**src/pkg/flash_status_map.svh**
```systemverilog
`ifndef FLASH_STATUS_MAP_SVH
`define FLASH_STATUS_MAP_SVH

// Bit positions inside a status word.
`define POLL_BIT 7
`define TOGGLE_BIT 6
`define TIMEOUT_BIT 5
`define SECTOR_TOGGLE_BIT 2
`define ABORT_BIT 1

// Command codes written on the data bus.
`define CMD_PROGRAM 16'h00A0
`define CMD_BUF_LOAD 16'h0025
`define CMD_BUF_CONFIRM 16'h0029
`define CMD_ERASE_SECTOR 16'h0030
`define CMD_ERASE_CHIP 16'h0010
`define CMD_SUSPEND 16'h00B0
`define CMD_RESUME 16'h0030
`define CMD_RESET 16'h00F0
`define CMD_ABORT_RESET 16'h00F0

// Timing counts.
`define CLOCK_MHZ 20
`define OP_TIME_US 200
`define OP_CYCLES (`OP_TIME_US * `CLOCK_MHZ)
`define LIMIT_TIME_US 1000
`define LIMIT_CYCLES (`LIMIT_TIME_US * `CLOCK_MHZ)
`endif

```
**src/pkg/flash_status_pkg.sv**
```systemverilog
package flash_status_pkg;
   typedef enum logic [5:0] {
      st_read = 6'b00_0001,
      st_program = 6'b00_0010,
      st_erase = 6'b00_0100,
      st_erase_susp = 6'b00_1000,
      st_prog_susp = 6'b01_0000,
      st_fail = 6'b10_0000
   } op_state_type;
   typedef enum logic [1:0] {
      op_word = 2'b00,
      op_buffer = 2'b01,
      op_sector = 2'b10,
      op_chip = 2'b11
   } op_kind_type;
endpackage

```
**src/hdl/pin_sync.sv**
```systemverilog
module pin_sync #(
   parameter int WIDTH = 1
) (
   // Clock and reset.
   input wire logic clock,
   input wire logic nrst,
   // Asynchronous pins in, synchronised copy out.
   input wire logic [WIDTH-1:0] pin_in,
   output logic [WIDTH-1:0] pin_out
);
   logic [WIDTH-1:0] meta_q;

   // Two flip-flops; only the second stage is visible to logic.
   always_ff @(posedge clock) begin
      if (!nrst) begin
         meta_q <= '0;
         pin_out <= '0;
      end else begin
         meta_q <= pin_in;
         pin_out <= meta_q;
      end
   end
endmodule

```
**src/hdl/bank_decode.sv**
```systemverilog
module bank_decode #(
   parameter int ADDR_W = 22,
   parameter bit TOP_BOOT = 1'b1
) (
   // Address to decode.
   input wire logic [ADDR_W-1:0] addr,
   // Bank and sector identity.
   output logic [1:0] bank,
   output logic [ADDR_W-1:0] sector_base
);
   // Four banks on the top two address bits; large sectors are 64 kword,
   // small boot sectors 8 kword in the boot bank.
   always_comb begin
      bank = addr[ADDR_W-1 -: 2];
      sector_base = addr & ~((ADDR_W)'(17'h1_FFFF) >> 1);
      if ((TOP_BOOT && bank == 2'b11 && addr[ADDR_W-3:16] == '1) ||
          (!TOP_BOOT && bank == 2'b00 && addr[ADDR_W-3:16] == '0)) begin
         sector_base = addr & ~(ADDR_W)'(16'h1FFF);
      end
   end
endmodule

```
**src/hdl/flash_write_status_and_command_port.sv**
```systemverilog
`include "flash_status_map.svh"
module flash_write_status_and_command_port #(
   parameter int ADDR_W = 22,
   parameter bit TOP_BOOT = 1'b1,
   parameter int OP_CYCLES = `OP_CYCLES,
   parameter int LIMIT_CYCLES = `LIMIT_CYCLES
) (
   // Clock and reset.
   input wire logic clock,
   input wire logic nrst,
   // Host strobes, active low except burst_clk, asynchronous to clock.
   input wire logic chip_select_n,
   input wire logic write_n,
   input wire logic output_n,
   input wire logic address_valid_n,
   input wire logic burst_clk,
   input wire logic [ADDR_W-1:0] addr,
   // Data bus as three signals.
   input wire logic [15:0] data_in,
   output logic [15:0] data_out,
   output logic data_oe,
   // Configuration bits.
   input wire logic sync_mode,
   input wire logic ready_rising,
   input wire logic ready_early,
   input wire logic [2:0] wait_state_field,
   // Array data for the addressed word, and fault injection from the core.
   input wire logic [15:0] array_data,
   input wire logic force_abort,
   input wire logic force_stall,
   // Ready pin.
   output logic ready,
   output logic ready_oe,
   // Status for observation.
   output logic busy,
   output logic write_strobe,
   output logic [ADDR_W-1:0] write_addr,
   output logic [15:0] write_data
);
   // ------------------------------------------------------------------
   // Pin synchronisation
   // ------------------------------------------------------------------
   logic [4:0] strobe_s;
   logic [ADDR_W+15:0] bus_s;
   logic [ADDR_W-1:0] addr_s;
   logic [15:0] din_s;
   logic cs_n, we_n, oe_n, av_n, bclk;

   pin_sync #(.WIDTH(5)) strobe_sync (
      .clock(clock),
      .nrst(nrst),
      .pin_in({~chip_select_n, ~write_n, ~output_n, ~address_valid_n, burst_clk}),
      .pin_out(strobe_s)
   );
   pin_sync #(.WIDTH(ADDR_W + 16)) bus_sync (
      .clock(clock),
      .nrst(nrst),
      .pin_in({addr, data_in}),
      .pin_out(bus_s)
   );
   assign {cs_n, we_n, oe_n, av_n, bclk} = {~strobe_s[4:1], strobe_s[0]}; // Idle from reset.
   assign {addr_s, din_s} = bus_s;

   // Previous strobe values for edge detection.
   logic cs_n_q, we_n_q, oe_n_q, bclk_q;
   always_ff @(posedge clock) begin
      if (!nrst) begin
         cs_n_q <= 1'b1;
         we_n_q <= 1'b1;
         oe_n_q <= 1'b1;
         bclk_q <= 1'b0;
      end else begin
         cs_n_q <= cs_n;
         we_n_q <= we_n;
         oe_n_q <= oe_n;
         bclk_q <= bclk;
      end
   end

   logic wr_n, wr_n_q, wr_fall, wr_rise, bclk_rise, rd_fall;
   // Combined write active when both strobes low with output_n high: the later fall starts it
   // and the first rise ends it.
   assign wr_n = cs_n | we_n | ~oe_n;
   assign wr_n_q = cs_n_q | we_n_q | ~oe_n_q;
   assign wr_fall = wr_n_q & ~wr_n;
   assign wr_rise = ~wr_n_q & wr_n;
   assign bclk_rise = bclk & ~bclk_q & sync_mode;
   assign rd_fall = ~cs_n & ~oe_n & (oe_n_q | cs_n_q);

   // ------------------------------------------------------------------
   // Write capture
   // ------------------------------------------------------------------
   logic [ADDR_W-1:0] lat_addr_q, wr_addr_q;
   logic wr_pulse_q, clk_lat_q;
   logic [15:0] wr_data_q;
   always_ff @(posedge clock) begin
      if (!nrst) begin
         lat_addr_q <= '0;
         clk_lat_q <= 1'b0;
         wr_pulse_q <= 1'b0;
         wr_addr_q <= '0;
         wr_data_q <= 16'h0000;
      end else begin
         wr_pulse_q <= wr_rise;
         if (bclk_rise && !av_n && !cs_n && oe_n) begin
            lat_addr_q <= addr_s;
            clk_lat_q <= 1'b1; // The write strobe must not overwrite it.
         end else if (wr_fall && av_n && !clk_lat_q) begin
            lat_addr_q <= addr_s;
         end else if (cs_n || wr_rise) begin
            clk_lat_q <= 1'b0;
         end
         if (wr_rise) begin
            wr_addr_q <= (sync_mode ? lat_addr_q : lat_addr_q);
            wr_data_q <= din_s;
         end
      end
   end
   assign write_strobe = wr_pulse_q;
   assign write_addr = wr_addr_q;
   assign write_data = wr_data_q;

   // ------------------------------------------------------------------
   // Bank decode for command and read addresses
   // ------------------------------------------------------------------
   logic [1:0] wr_bank, rd_bank;
   logic [ADDR_W-1:0] wr_sector, rd_sector;
   bank_decode #(.ADDR_W(ADDR_W), .TOP_BOOT(TOP_BOOT)) wr_dec (
      .addr(wr_addr_q),
      .bank(wr_bank),
      .sector_base(wr_sector)
   );
   bank_decode #(.ADDR_W(ADDR_W), .TOP_BOOT(TOP_BOOT)) rd_dec (
      .addr(addr_s),
      .bank(rd_bank),
      .sector_base(rd_sector)
   );

   // ------------------------------------------------------------------
   // Embedded operation state machine
   // ------------------------------------------------------------------
   flash_status_pkg::op_state_type state_q;
   flash_status_pkg::op_kind_type kind_q;
   logic [1:0] op_bank_q;
   logic [ADDR_W-1:0] op_sector_q;
   logic last_bit7_q, abort_q, timeout_q, buf_armed_q;
   logic [31:0] op_cnt_q;
   logic [15:0] cmd;
   assign cmd = wr_data_q;

   always_ff @(posedge clock) begin
      if (!nrst) begin
         state_q <= flash_status_pkg::st_read;
         kind_q <= flash_status_pkg::op_word;
         op_bank_q <= 2'b00;
         op_sector_q <= '0;
         last_bit7_q <= 1'b0;
         abort_q <= 1'b0;
         timeout_q <= 1'b0;
         buf_armed_q <= 1'b0;
         op_cnt_q <= 32'h0000_0000;
      end else begin
         if (state_q == flash_status_pkg::st_program ||
             state_q == flash_status_pkg::st_erase) begin
            op_cnt_q <= op_cnt_q + 32'h0000_0001;
         end
         case (state_q)
            flash_status_pkg::st_read: begin
               if (wr_pulse_q) begin
                  op_bank_q <= wr_bank;
                  op_sector_q <= wr_sector;
                  op_cnt_q <= 32'h0000_0000;
                  if (cmd == `CMD_BUF_LOAD) begin
                     buf_armed_q <= 1'b1;
                  end else if (buf_armed_q && cmd == `CMD_BUF_CONFIRM) begin
                     buf_armed_q <= 1'b0;
                     kind_q <= flash_status_pkg::op_buffer;
                     state_q <= flash_status_pkg::st_program;
                  end else if (buf_armed_q) begin
                     last_bit7_q <= cmd[`POLL_BIT];
                  end else if (cmd == `CMD_ERASE_SECTOR) begin
                     kind_q <= flash_status_pkg::op_sector;
                     state_q <= flash_status_pkg::st_erase;
                  end else if (cmd == `CMD_ERASE_CHIP) begin
                     kind_q <= flash_status_pkg::op_chip;
                     state_q <= flash_status_pkg::st_erase;
                  end else if (cmd == `CMD_PROGRAM) begin
                     kind_q <= flash_status_pkg::op_word; // The data word follows.
                  end else if (cmd != `CMD_RESET) begin
                     kind_q <= flash_status_pkg::op_word;
                     last_bit7_q <= cmd[`POLL_BIT];
                     state_q <= flash_status_pkg::st_program;
                  end
               end
            end
            flash_status_pkg::st_program, flash_status_pkg::st_erase: begin
               if (kind_q == flash_status_pkg::op_buffer && force_abort) begin
                  abort_q <= 1'b1;
                  state_q <= flash_status_pkg::st_fail;
               end else if (op_cnt_q >= 32'(LIMIT_CYCLES)) begin
                  timeout_q <= 1'b1;
                  state_q <= flash_status_pkg::st_fail;
               end else if (!force_stall && op_cnt_q >= 32'(OP_CYCLES)) begin
                  state_q <= flash_status_pkg::st_read;
               end else if (wr_pulse_q && cmd == `CMD_SUSPEND) begin
                  state_q <= (state_q == flash_status_pkg::st_erase) ?
                     flash_status_pkg::st_erase_susp : flash_status_pkg::st_prog_susp;
               end
            end
            flash_status_pkg::st_erase_susp: begin
               if (wr_pulse_q && cmd == `CMD_RESUME) begin
                  state_q <= flash_status_pkg::st_erase;
               end
            end
            flash_status_pkg::st_prog_susp: begin
               if (wr_pulse_q && cmd == `CMD_RESUME) begin
                  state_q <= flash_status_pkg::st_program;
               end
            end
            flash_status_pkg::st_fail: begin
               // Abort needs its own reset sequence; timeout takes the plain one.
               if (wr_pulse_q && cmd == `CMD_ABORT_RESET && buf_armed_q && abort_q) begin
                  abort_q <= 1'b0;
                  buf_armed_q <= 1'b0;
                  state_q <= flash_status_pkg::st_read;
               end else if (wr_pulse_q && cmd == `CMD_BUF_LOAD) begin
                  buf_armed_q <= 1'b1;
               end else if (wr_pulse_q && cmd == `CMD_RESET && !abort_q) begin
                  timeout_q <= 1'b0;
                  state_q <= flash_status_pkg::st_read;
               end
            end
            default: state_q <= flash_status_pkg::st_read;
         endcase
      end
   end

   // ------------------------------------------------------------------
   // Read data path and status toggles
   // ------------------------------------------------------------------
   logic toggle_q, sec_toggle_q, in_bank, in_sector, busy_st;
   logic [15:0] status;
   assign busy_st = state_q != flash_status_pkg::st_read;
   assign in_bank = (kind_q == flash_status_pkg::op_chip) || rd_bank == op_bank_q;
   assign in_sector = (kind_q == flash_status_pkg::op_chip) || rd_sector == op_sector_q;

   // Each new read access flips bit 6 during program, erase or failure, and bit 2 in the erasing or erase-suspended sector.
   always_ff @(posedge clock) begin
      if (!nrst) begin
         toggle_q <= 1'b0;
         sec_toggle_q <= 1'b0;
      end else if (rd_fall) begin
         if (state_q == flash_status_pkg::st_program ||
             state_q == flash_status_pkg::st_erase ||
             state_q == flash_status_pkg::st_fail) begin
            toggle_q <= ~toggle_q;
         end
         if (in_sector && (state_q == flash_status_pkg::st_erase ||
                           state_q == flash_status_pkg::st_erase_susp)) begin
            sec_toggle_q <= ~sec_toggle_q;
         end
      end
   end

   always_comb begin
      status = 16'h0000;
      status[`TOGGLE_BIT] = toggle_q;
      status[`SECTOR_TOGGLE_BIT] = sec_toggle_q;
      status[`TIMEOUT_BIT] = timeout_q;
      status[`ABORT_BIT] = abort_q;
      case (state_q)
         flash_status_pkg::st_erase: status[`POLL_BIT] = 1'b0;
         flash_status_pkg::st_erase_susp: status[`POLL_BIT] = 1'b1;
         default: status[`POLL_BIT] = ~last_bit7_q;
      endcase
   end

   logic [15:0] dout_q;
   logic doe_q;
   always_ff @(posedge clock) begin
      if (!nrst) begin
         dout_q <= 16'h0000;
         doe_q <= 1'b0;
      end else begin
         doe_q <= ~cs_n & ~oe_n & we_n;
         if (state_q == flash_status_pkg::st_prog_susp) begin
            dout_q <= in_sector ? 16'hFFFF : array_data;
         end else if (state_q == flash_status_pkg::st_erase_susp) begin
            dout_q <= in_sector ? status : array_data;
         end else if (busy_st && in_bank) begin
            dout_q <= status;
         end else begin
            dout_q <= array_data;
         end
      end
   end
   assign data_out = dout_q;
   assign data_oe = doe_q;

   // ------------------------------------------------------------------
   // Ready handshake
   // ------------------------------------------------------------------
   logic [2:0] wait_cnt_q;
   logic rdy_q, rdy_oe_q, busy_q, in_burst_q;
   logic [2:0] lead;
   assign lead = ready_early ? 3'h1 : 3'h0;

   // Count burst clocks after the address; ready marks the first word.
   always_ff @(posedge clock) begin
      if (!nrst) begin
         wait_cnt_q <= 3'h0;
         in_burst_q <= 1'b0;
         rdy_q <= 1'b0;
         rdy_oe_q <= 1'b0;
         busy_q <= 1'b0;
      end else begin
         busy_q <= busy_st;
         rdy_oe_q <= ~cs_n;
         if (!sync_mode || cs_n) begin
            in_burst_q <= 1'b0;
            rdy_q <= ~ready_rising;
         end else if (!av_n && bclk_rise) begin
            in_burst_q <= 1'b1;
            wait_cnt_q <= wait_state_field;
            rdy_q <= ready_rising ? 1'b0 : 1'b1;
         end else if (in_burst_q && bclk_rise && !oe_n) begin
            if (wait_cnt_q > lead) begin
               wait_cnt_q <= wait_cnt_q - 3'h1;
            end else begin
               rdy_q <= ready_rising;
            end
         end
      end
   end
   assign ready = rdy_q;
   assign ready_oe = rdy_oe_q;
   assign busy = busy_q;
endmodule

```
**config.mk**
```make
export PLATFORM = sky130hd
export DESIGN_NAME = flash_write_status_and_command_port
export DESIGN_NICKNAME = d
export VERILOG_FILES = /design/src/pkg/flash_status_pkg.sv /design/src/hdl/pin_sync.sv /design/src/hdl/bank_decode.sv /design/src/hdl/flash_write_status_and_command_port.sv
export VERILOG_INCLUDE_DIRS = /design/src /design/src/pkg
export SDC_FILE = /design/constraint.sdc
export NUM_CORES = 1
export LEC_CHECK = 0
export BUFFER_PORTS_ARGS = -buffer_cell sky130_fd_sc_hd__buf_4
export CORE_ASPECT_RATIO = 1.75
export CORE_MARGIN = 3
export CORE_UTILIZATION = 40
export DETAILED_ROUTE_END_ITERATION = 12
export GPL_TIMING_DRIVEN = 1
export PLACE_DENSITY = 0.72
export SETUP_SLACK_MARGIN = 0.05
export SYNTH_ARGS = -nofsm -noshare
export SYNTH_HDL_FRONTEND = slang
export SYNTH_SLANG_ARGS = --single-unit
```
**constraint.sdc**
```tcl
create_clock -name clock -period 1.7 [get_ports clock]
set_input_delay 0.17 -clock clock [delete_from_list [all_inputs] [get_ports clock]]
set_output_delay 0.17 -clock clock [all_outputs]
set_load 0.01 [all_outputs]
```
Word-level counts from Yosys, hierarchy flattened
Index checks and enable logic that the tools add are counted.
- bits in registers: 246
- bits of input ports: 69
- output and inout bits: 59
- logic and storage cells: 243
- add/sub/neg operators: 2
- magnitude comparators: 3
- equal/unequal tests: 48
- multiplexer cells: 70
- bitwise gates (word level): 31
- reductions and logical operators: 58
- operator list (kind ; number):
    16-bit two-way mux ; 7
    6-bit two-way mux ; 17
    32-bit two-way mux ; 3
    16-bit by 6-bit equality test with 1-bit output (second input constant) ; 3
    16-bit by 8-bit equality test with 1-bit output (second input constant) ; 3
    22-bit two-way mux ; 2
    32-bit by 1-bit adder with 32-bit output (second input constant) ; 1
    32-bit by 12-bit >= comparator with 1-bit output (second input constant) ; 1
    32-bit by 15-bit >= comparator with 1-bit output (second input constant) ; 1
    2-bit != test (second input constant) ; 15
    6-bit case mux with 5 select lines ; 1
    1-bit two-way mux ; 26
    22-bit equality test ; 1
    1-bit logical AND ; 21
    3-bit != test (second input constant) ; 6
    1-bit inverter ; 18
    16-bit by 5-bit equality test with 1-bit output (second input constant) ; 1
    16-bit by 8-bit != test with 1-bit output (second input constant) ; 1
    5-bit != test (second input constant) ; 3
    2-bit nonzero test ; 7
    2-bit two-way mux ; 6
    10-bit AND reduction ; 1
    2-bit AND reduction ; 5
    3-bit two-way mux ; 3
    29 further kinds ; 59

Longest topological paths before layout
- depth in word-level cells: 10
- depth in mapped cells: 8
- mapped depth without buffers: 8

By module
Synthesis repeated with hierarchy kept, for this count alone.
- cell total of the unflattened synthesis: 1070
- area, all modules: 9630.5 um^2
- by module, submodules not included (module ; times used ; cells an instance ; area an instance (um^2) ; seq. area each (um^2)):
    flash_write_status_and_command_port ; 1 ; 832 ; 6911.6 ; 3203.1
    pin_sync (bus_sync) ; 1 ; 160 ; 2068.2 ; 1521.5
    bank_decode ; 2 ; 29 ; 193.9 ; 0.0
    pin_sync (strobe_sync) ; 1 ; 20 ; 262.8 ; 200.2

Least setup slack after synthesis
No wires, ideal clock.
- kind: flip-flop to flip-flop
- start point: reg wr_data_q[8] (netlist: write_data[8])
- end point: reg state_q[2]
- setup time: 116 ps
- data arrival time: 1831 ps
- required time: 1584 ps
- path slack: -247 ps
- stages on the path, launching flop included: 7
- path buffers: 0
- period minus slack after synthesis: 1947 ps
- cells stage by stage: dfxtp_1 nor4_4 nand4_1 o31ai_1 o21ai_1 or3_4 o211a_1
- longest elaborated chain between the ends: 8
- elaborated cells on any way between the ends: 34
- those cells by class: eq/ne: 17; mux: 8; reduce/logical: 9
- ends and longest elaborated chain (item ; line ; text):
    from (decl) ; flash_write_status_and_command_port.sv:95 ; logic [15:0] wr_data_q;
    from (signal assigned) ; flash_write_status_and_command_port.sv:115 ; wr_data_q <= din_s;
    16-bit by 5-bit equality test with 1-bit output (no line) ; -- ;
    6-bit two-way mux ; flash_write_status_and_command_port.sv:184 ; end else if (cmd == `CMD_ERASE_CHIP) begin
    6-bit two-way mux ; flash_write_status_and_command_port.sv:181 ; end else if (cmd == `CMD_ERASE_SECTOR) begin
    6-bit two-way mux ; flash_write_status_and_command_port.sv:179 ; end else if (buf_armed_q) begin
    6-bit two-way mux ; flash_write_status_and_command_port.sv:175 ; end else if (buf_armed_q && cmd == `CMD_BUF_CONFIRM) begin
    6-bit two-way mux ; flash_write_status_and_command_port.sv:173 ; if (cmd == `CMD_BUF_LOAD) begin
    6-bit two-way mux ; flash_write_status_and_command_port.sv:169 ; if (wr_pulse_q) begin
    6-bit case mux with 5 select lines ; flash_write_status_and_command_port.sv:167 ; case (state_q)
    to (signal assigned) ; flash_write_status_and_command_port.sv:178 ; state_q <= flash_status_pkg::st_program;
    to (signal assigned) ; flash_write_status_and_command_port.sv:183 ; state_q <= flash_status_pkg::st_erase;
    to (signal assigned) ; flash_write_status_and_command_port.sv:186 ; state_q <= flash_status_pkg::st_erase;
    to (decl) ; flash_write_status_and_command_port.sv:142 ; flash_status_pkg::op_state_type state_q;
Several ways; a longest one is shown, not always the timed one. The select of a mux whose other input is x is not followed.
A chain may end at the register's enable or synchronous reset.

Final worst setup path
- start point: reg wr_data_q[13] (netlist: write_data[13])
- end point: reg state_q[2]
Same word-level chain as after synthesis.

==> impl_metrics.csv <==
group,metric,value,unit
layout,drive_gt1_frac,0.351,
yosys,async_reset_ff_frac,0,
floorplanning,rows,71,
power_and_ir_drop,powerDensity,970,nW/um^2
layout,fin_util,0.611,
timing,setup_tns,-7440,ps
yosys,synth_ff_type,"dfxtp_1",
route,dr_wl_met2,13.8,mm
timing,slew_headroom,0.648,
setup_path,path_max_fanout,4,
clock_tree,tritoncts,"done",
timing,setup_viol,52,
route,top_layer_used,"met4",
clock_tree,cts.sinks,231,
floorplanning,die_w,118,um
layout,insertedDiodeCount,0,
hold_path,min_path_type,"in -> reg",
yosys,synth_top_area_cell,"dfxtp_1",
timing,rsz0062_at_grt,"yes",
yosys,yosysWarnings,0,
yosys,seq_area_frac_synth,0.526,
setup_path,cp.required,2100,ps
route,wl_met3,711,um
power_and_ir_drop,finalPower,12800,uW
outcome,status,"complete, but fails checks",
placed_design,portBuffers,127,
floorplanning,fp.dieH,202,um
route,firstDrtPassIters,5,
global_route,grt_max_degree,93,
floorplanning,dieArea,23900,sq um
timing,finClkSkew,18.0,ps
floorplanning,ios,128,
clock_tree,path_clk_slew,70,ps
setup_path,worstSetupPathType,"reg -> reg",
clock_tree,cts_root_buf,"clkbuf_16",
timing,finalMaxSlewViolations,0,
clock_tree,cts_buffer_depth,3,
route,wl_met1,8.68,mm
layout,stdcell_count,1546,
yosys,syn_area,8800,sq um
clock_tree,cts_buffers,22,
timing,clock.fmax,0.485,GHz
yosys,synth.area.top_cells,"dfxtp_1, and2_1, nand2_1",
hold_path,min-delay-start,"nrst",
yosys,syn_inst,915,
layout,multi_input_area,4390,sq um
global_route,grt_pass1_wl,37.6,mm
global_route,gr-total-overflow,0,
power_and_ir_drop,ir_worst_vdd,0.000937,V
timing,worstMarginPinSlew,525,ps
yosys,ys_ff_latch,231,
flow_run,drv_cap,0,
placed_design,dpl.hpwl,15.7,mm
power_and_ir_drop,total_leakage_power,0.00542,uW
timing,fin_crit_sh,1.21,
yosys,synthDominantCellAreaShare,0.526,
placed_design,gp_congestion,0.872,
placed_design,place_area,11100,sq um
route,ant_nets,0,
route,drc,0,
global_route,antenna_found_initial,0,
setup_path,arrival,2460,ps
floorplanning,core_area,21600,sq um
setup_path,crit_path_end_kind,"flip-flop",
yosys,ys_types,70,
global_route,grt_util_all_layers,0.192,
outcome,violations,"negative setup slack",
route,drt-total-wl,24.4,mm
floorplanning,initial_utilization,0.408,
timing,setup_ws,-362,ps
placed_design,dp.cells,1422,
setup_path,worstSetupStartpoint,"write_data[13]",
route,num_vias,7613,
route,wire_per_inst,15.8,um
layout,area_growth,49.9,%
clock_tree,cts_max_level,1,
setup_path,regToRegStartpoint,"write_data[13]",
clock_tree,clkLatencyLatePin,520,ps
route,via_per_inst,4.92,
yosys,avgSynthCellArea,9.62,sq um
global_route,grt_pass1_vias,7757,
layout,regArea,4660,sq um
layout,fin_area,13200,sq um
setup_path,critPathLaunchType,"flip-flop",
timing,hold_viol_final,0,
yosys,synth_edf_count,0,
route,drtIter0Drc,357,
yosys,synth_nets,988,
layout,fillers,1721,
layout,nets,1312,
timing,period_needed,2060,ps
logic make-up after synthesis:
group           Yosys count  synth area share
fa+ha+maj                 4           0.00569
compound gates          133             0.111
simple gates            416             0.256
buf+inv                  65            0.0318
mux                      28            0.0320
flops                   231             0.526
xor+xnor                 38            0.0378
flip-flops by register name, indices dropped and copies added, names as in the netlist, 5 cells and up:
| signal | count |
|---|---|
| strobe_sync.pin_out | 5 |
| data_out | 16 |
| write_data | 16 |
| write_addr | 22 |
| lat_addr_q | 22 |
| state_q | 6 |
| bus_sync.pin_out | 38 |
| op_cnt_q | 32 |
| op_sector_q | 8 |
| strobe_sync.meta_q | 5 |
| bus_sync.meta_q | 38 |
stage by stage:
stage          hold slack [ps]  worst slack (ps)
3_3_place_gp               330              -378
4_1_cts                   1.53              -359
2_1_floorplan              242              -220
6_report                  14.0              -362
5_1_grt                   14.3              -497
3_5_place_dp               328              -399
worst max-delay path, cell delays in order, from the launching register on:
cell and delay (ps):
dfxtp_2 340, nor4_4 250, buf_4 190, nand4_1 190, o31ai_2 310, nor3b_2 90, or3_4 370, o211a_1 210
metal layers:
layer  vias to the layer above  GRT usage
met1                      3640      0.192
met5                         -          0
met2                       170      0.383
li1                       3725          -
met4                         0     0.0901
met3                        78     0.0244
cell type report:
cell class / count / share of cell area
inverter: 17 / 0.00484
sequential: 231 / 0.353
timing repair buffer: 347 / 0.227
multi-input combinational: 620 / 0.333
clock buffer: 31 / 0.0466
tap: 292 / 0.0277
clock inverter: 8 / 0.00693
power by group:
part	internal [uW]	switching [uW]
combinational	1230	1020
clock	2700	2060
sequential	5670	109
total	9610	3190
cell usage after synthesis (5+ instances only):
library cell  count
nand2_1         134
a31oi_1           5
mux2i_1          27
a21boi_1         13
xnor2_1          17
buf_4             6
xor2_1           21
o21a_1           13
nor4_1            9
inv_1            17
nor2_1           56
dfxtp_1         231
nor2b_1          37
nand3_1          14
a21oi_1          10
a21boi_0         40
and2_1           92
o21ai_0          14
o31ai_1           6
o221a_2           5
buf_2             5
and4_1            6
or3_1             6
clkbuf_1         33
nand4_1          20
nor3_1           11
timing repair:
action | 4_1_cts | 5_1_grt
pin swaps | 41 | 40
cloned | 2 | 5
endpoints found under the setup margin | 68 | 97
hold buffers | 63 | 0
resized for setup | 75 | 65
setup buffers | 7 | 11
hold endpoints to repair | 63 | 0
cells in the final DEF (no fill, tap or decap), types with 26 or more instances in the layout:
master | netlist | routed
nand2_1 | 134 | 128
buf_4 | 6 | 252
dfxtp_2 | 0 | 26
dfxtp_1 | 231 | 204
dlygate4sd3_1 | 0 | 63
and2_1 | 92 | 91
a21boi_0 | 40 | 34
mux2i_1 | 27 | 26
nor2b_1 | 37 | 34
nor2_1 | 56 | 46
final timing paths:
check / to / slack (ps) / cells past startpoint
worst max-delay path: state_q[2] / -360 / 7
worst min-delay path: state_q[3] / 10 / 2
worst max register to register: state_q[2] / -360 / 7
worst min register to register: bus_sync.pin_out[24] / 430 / 1
Power figures use the tool's default switching activity.
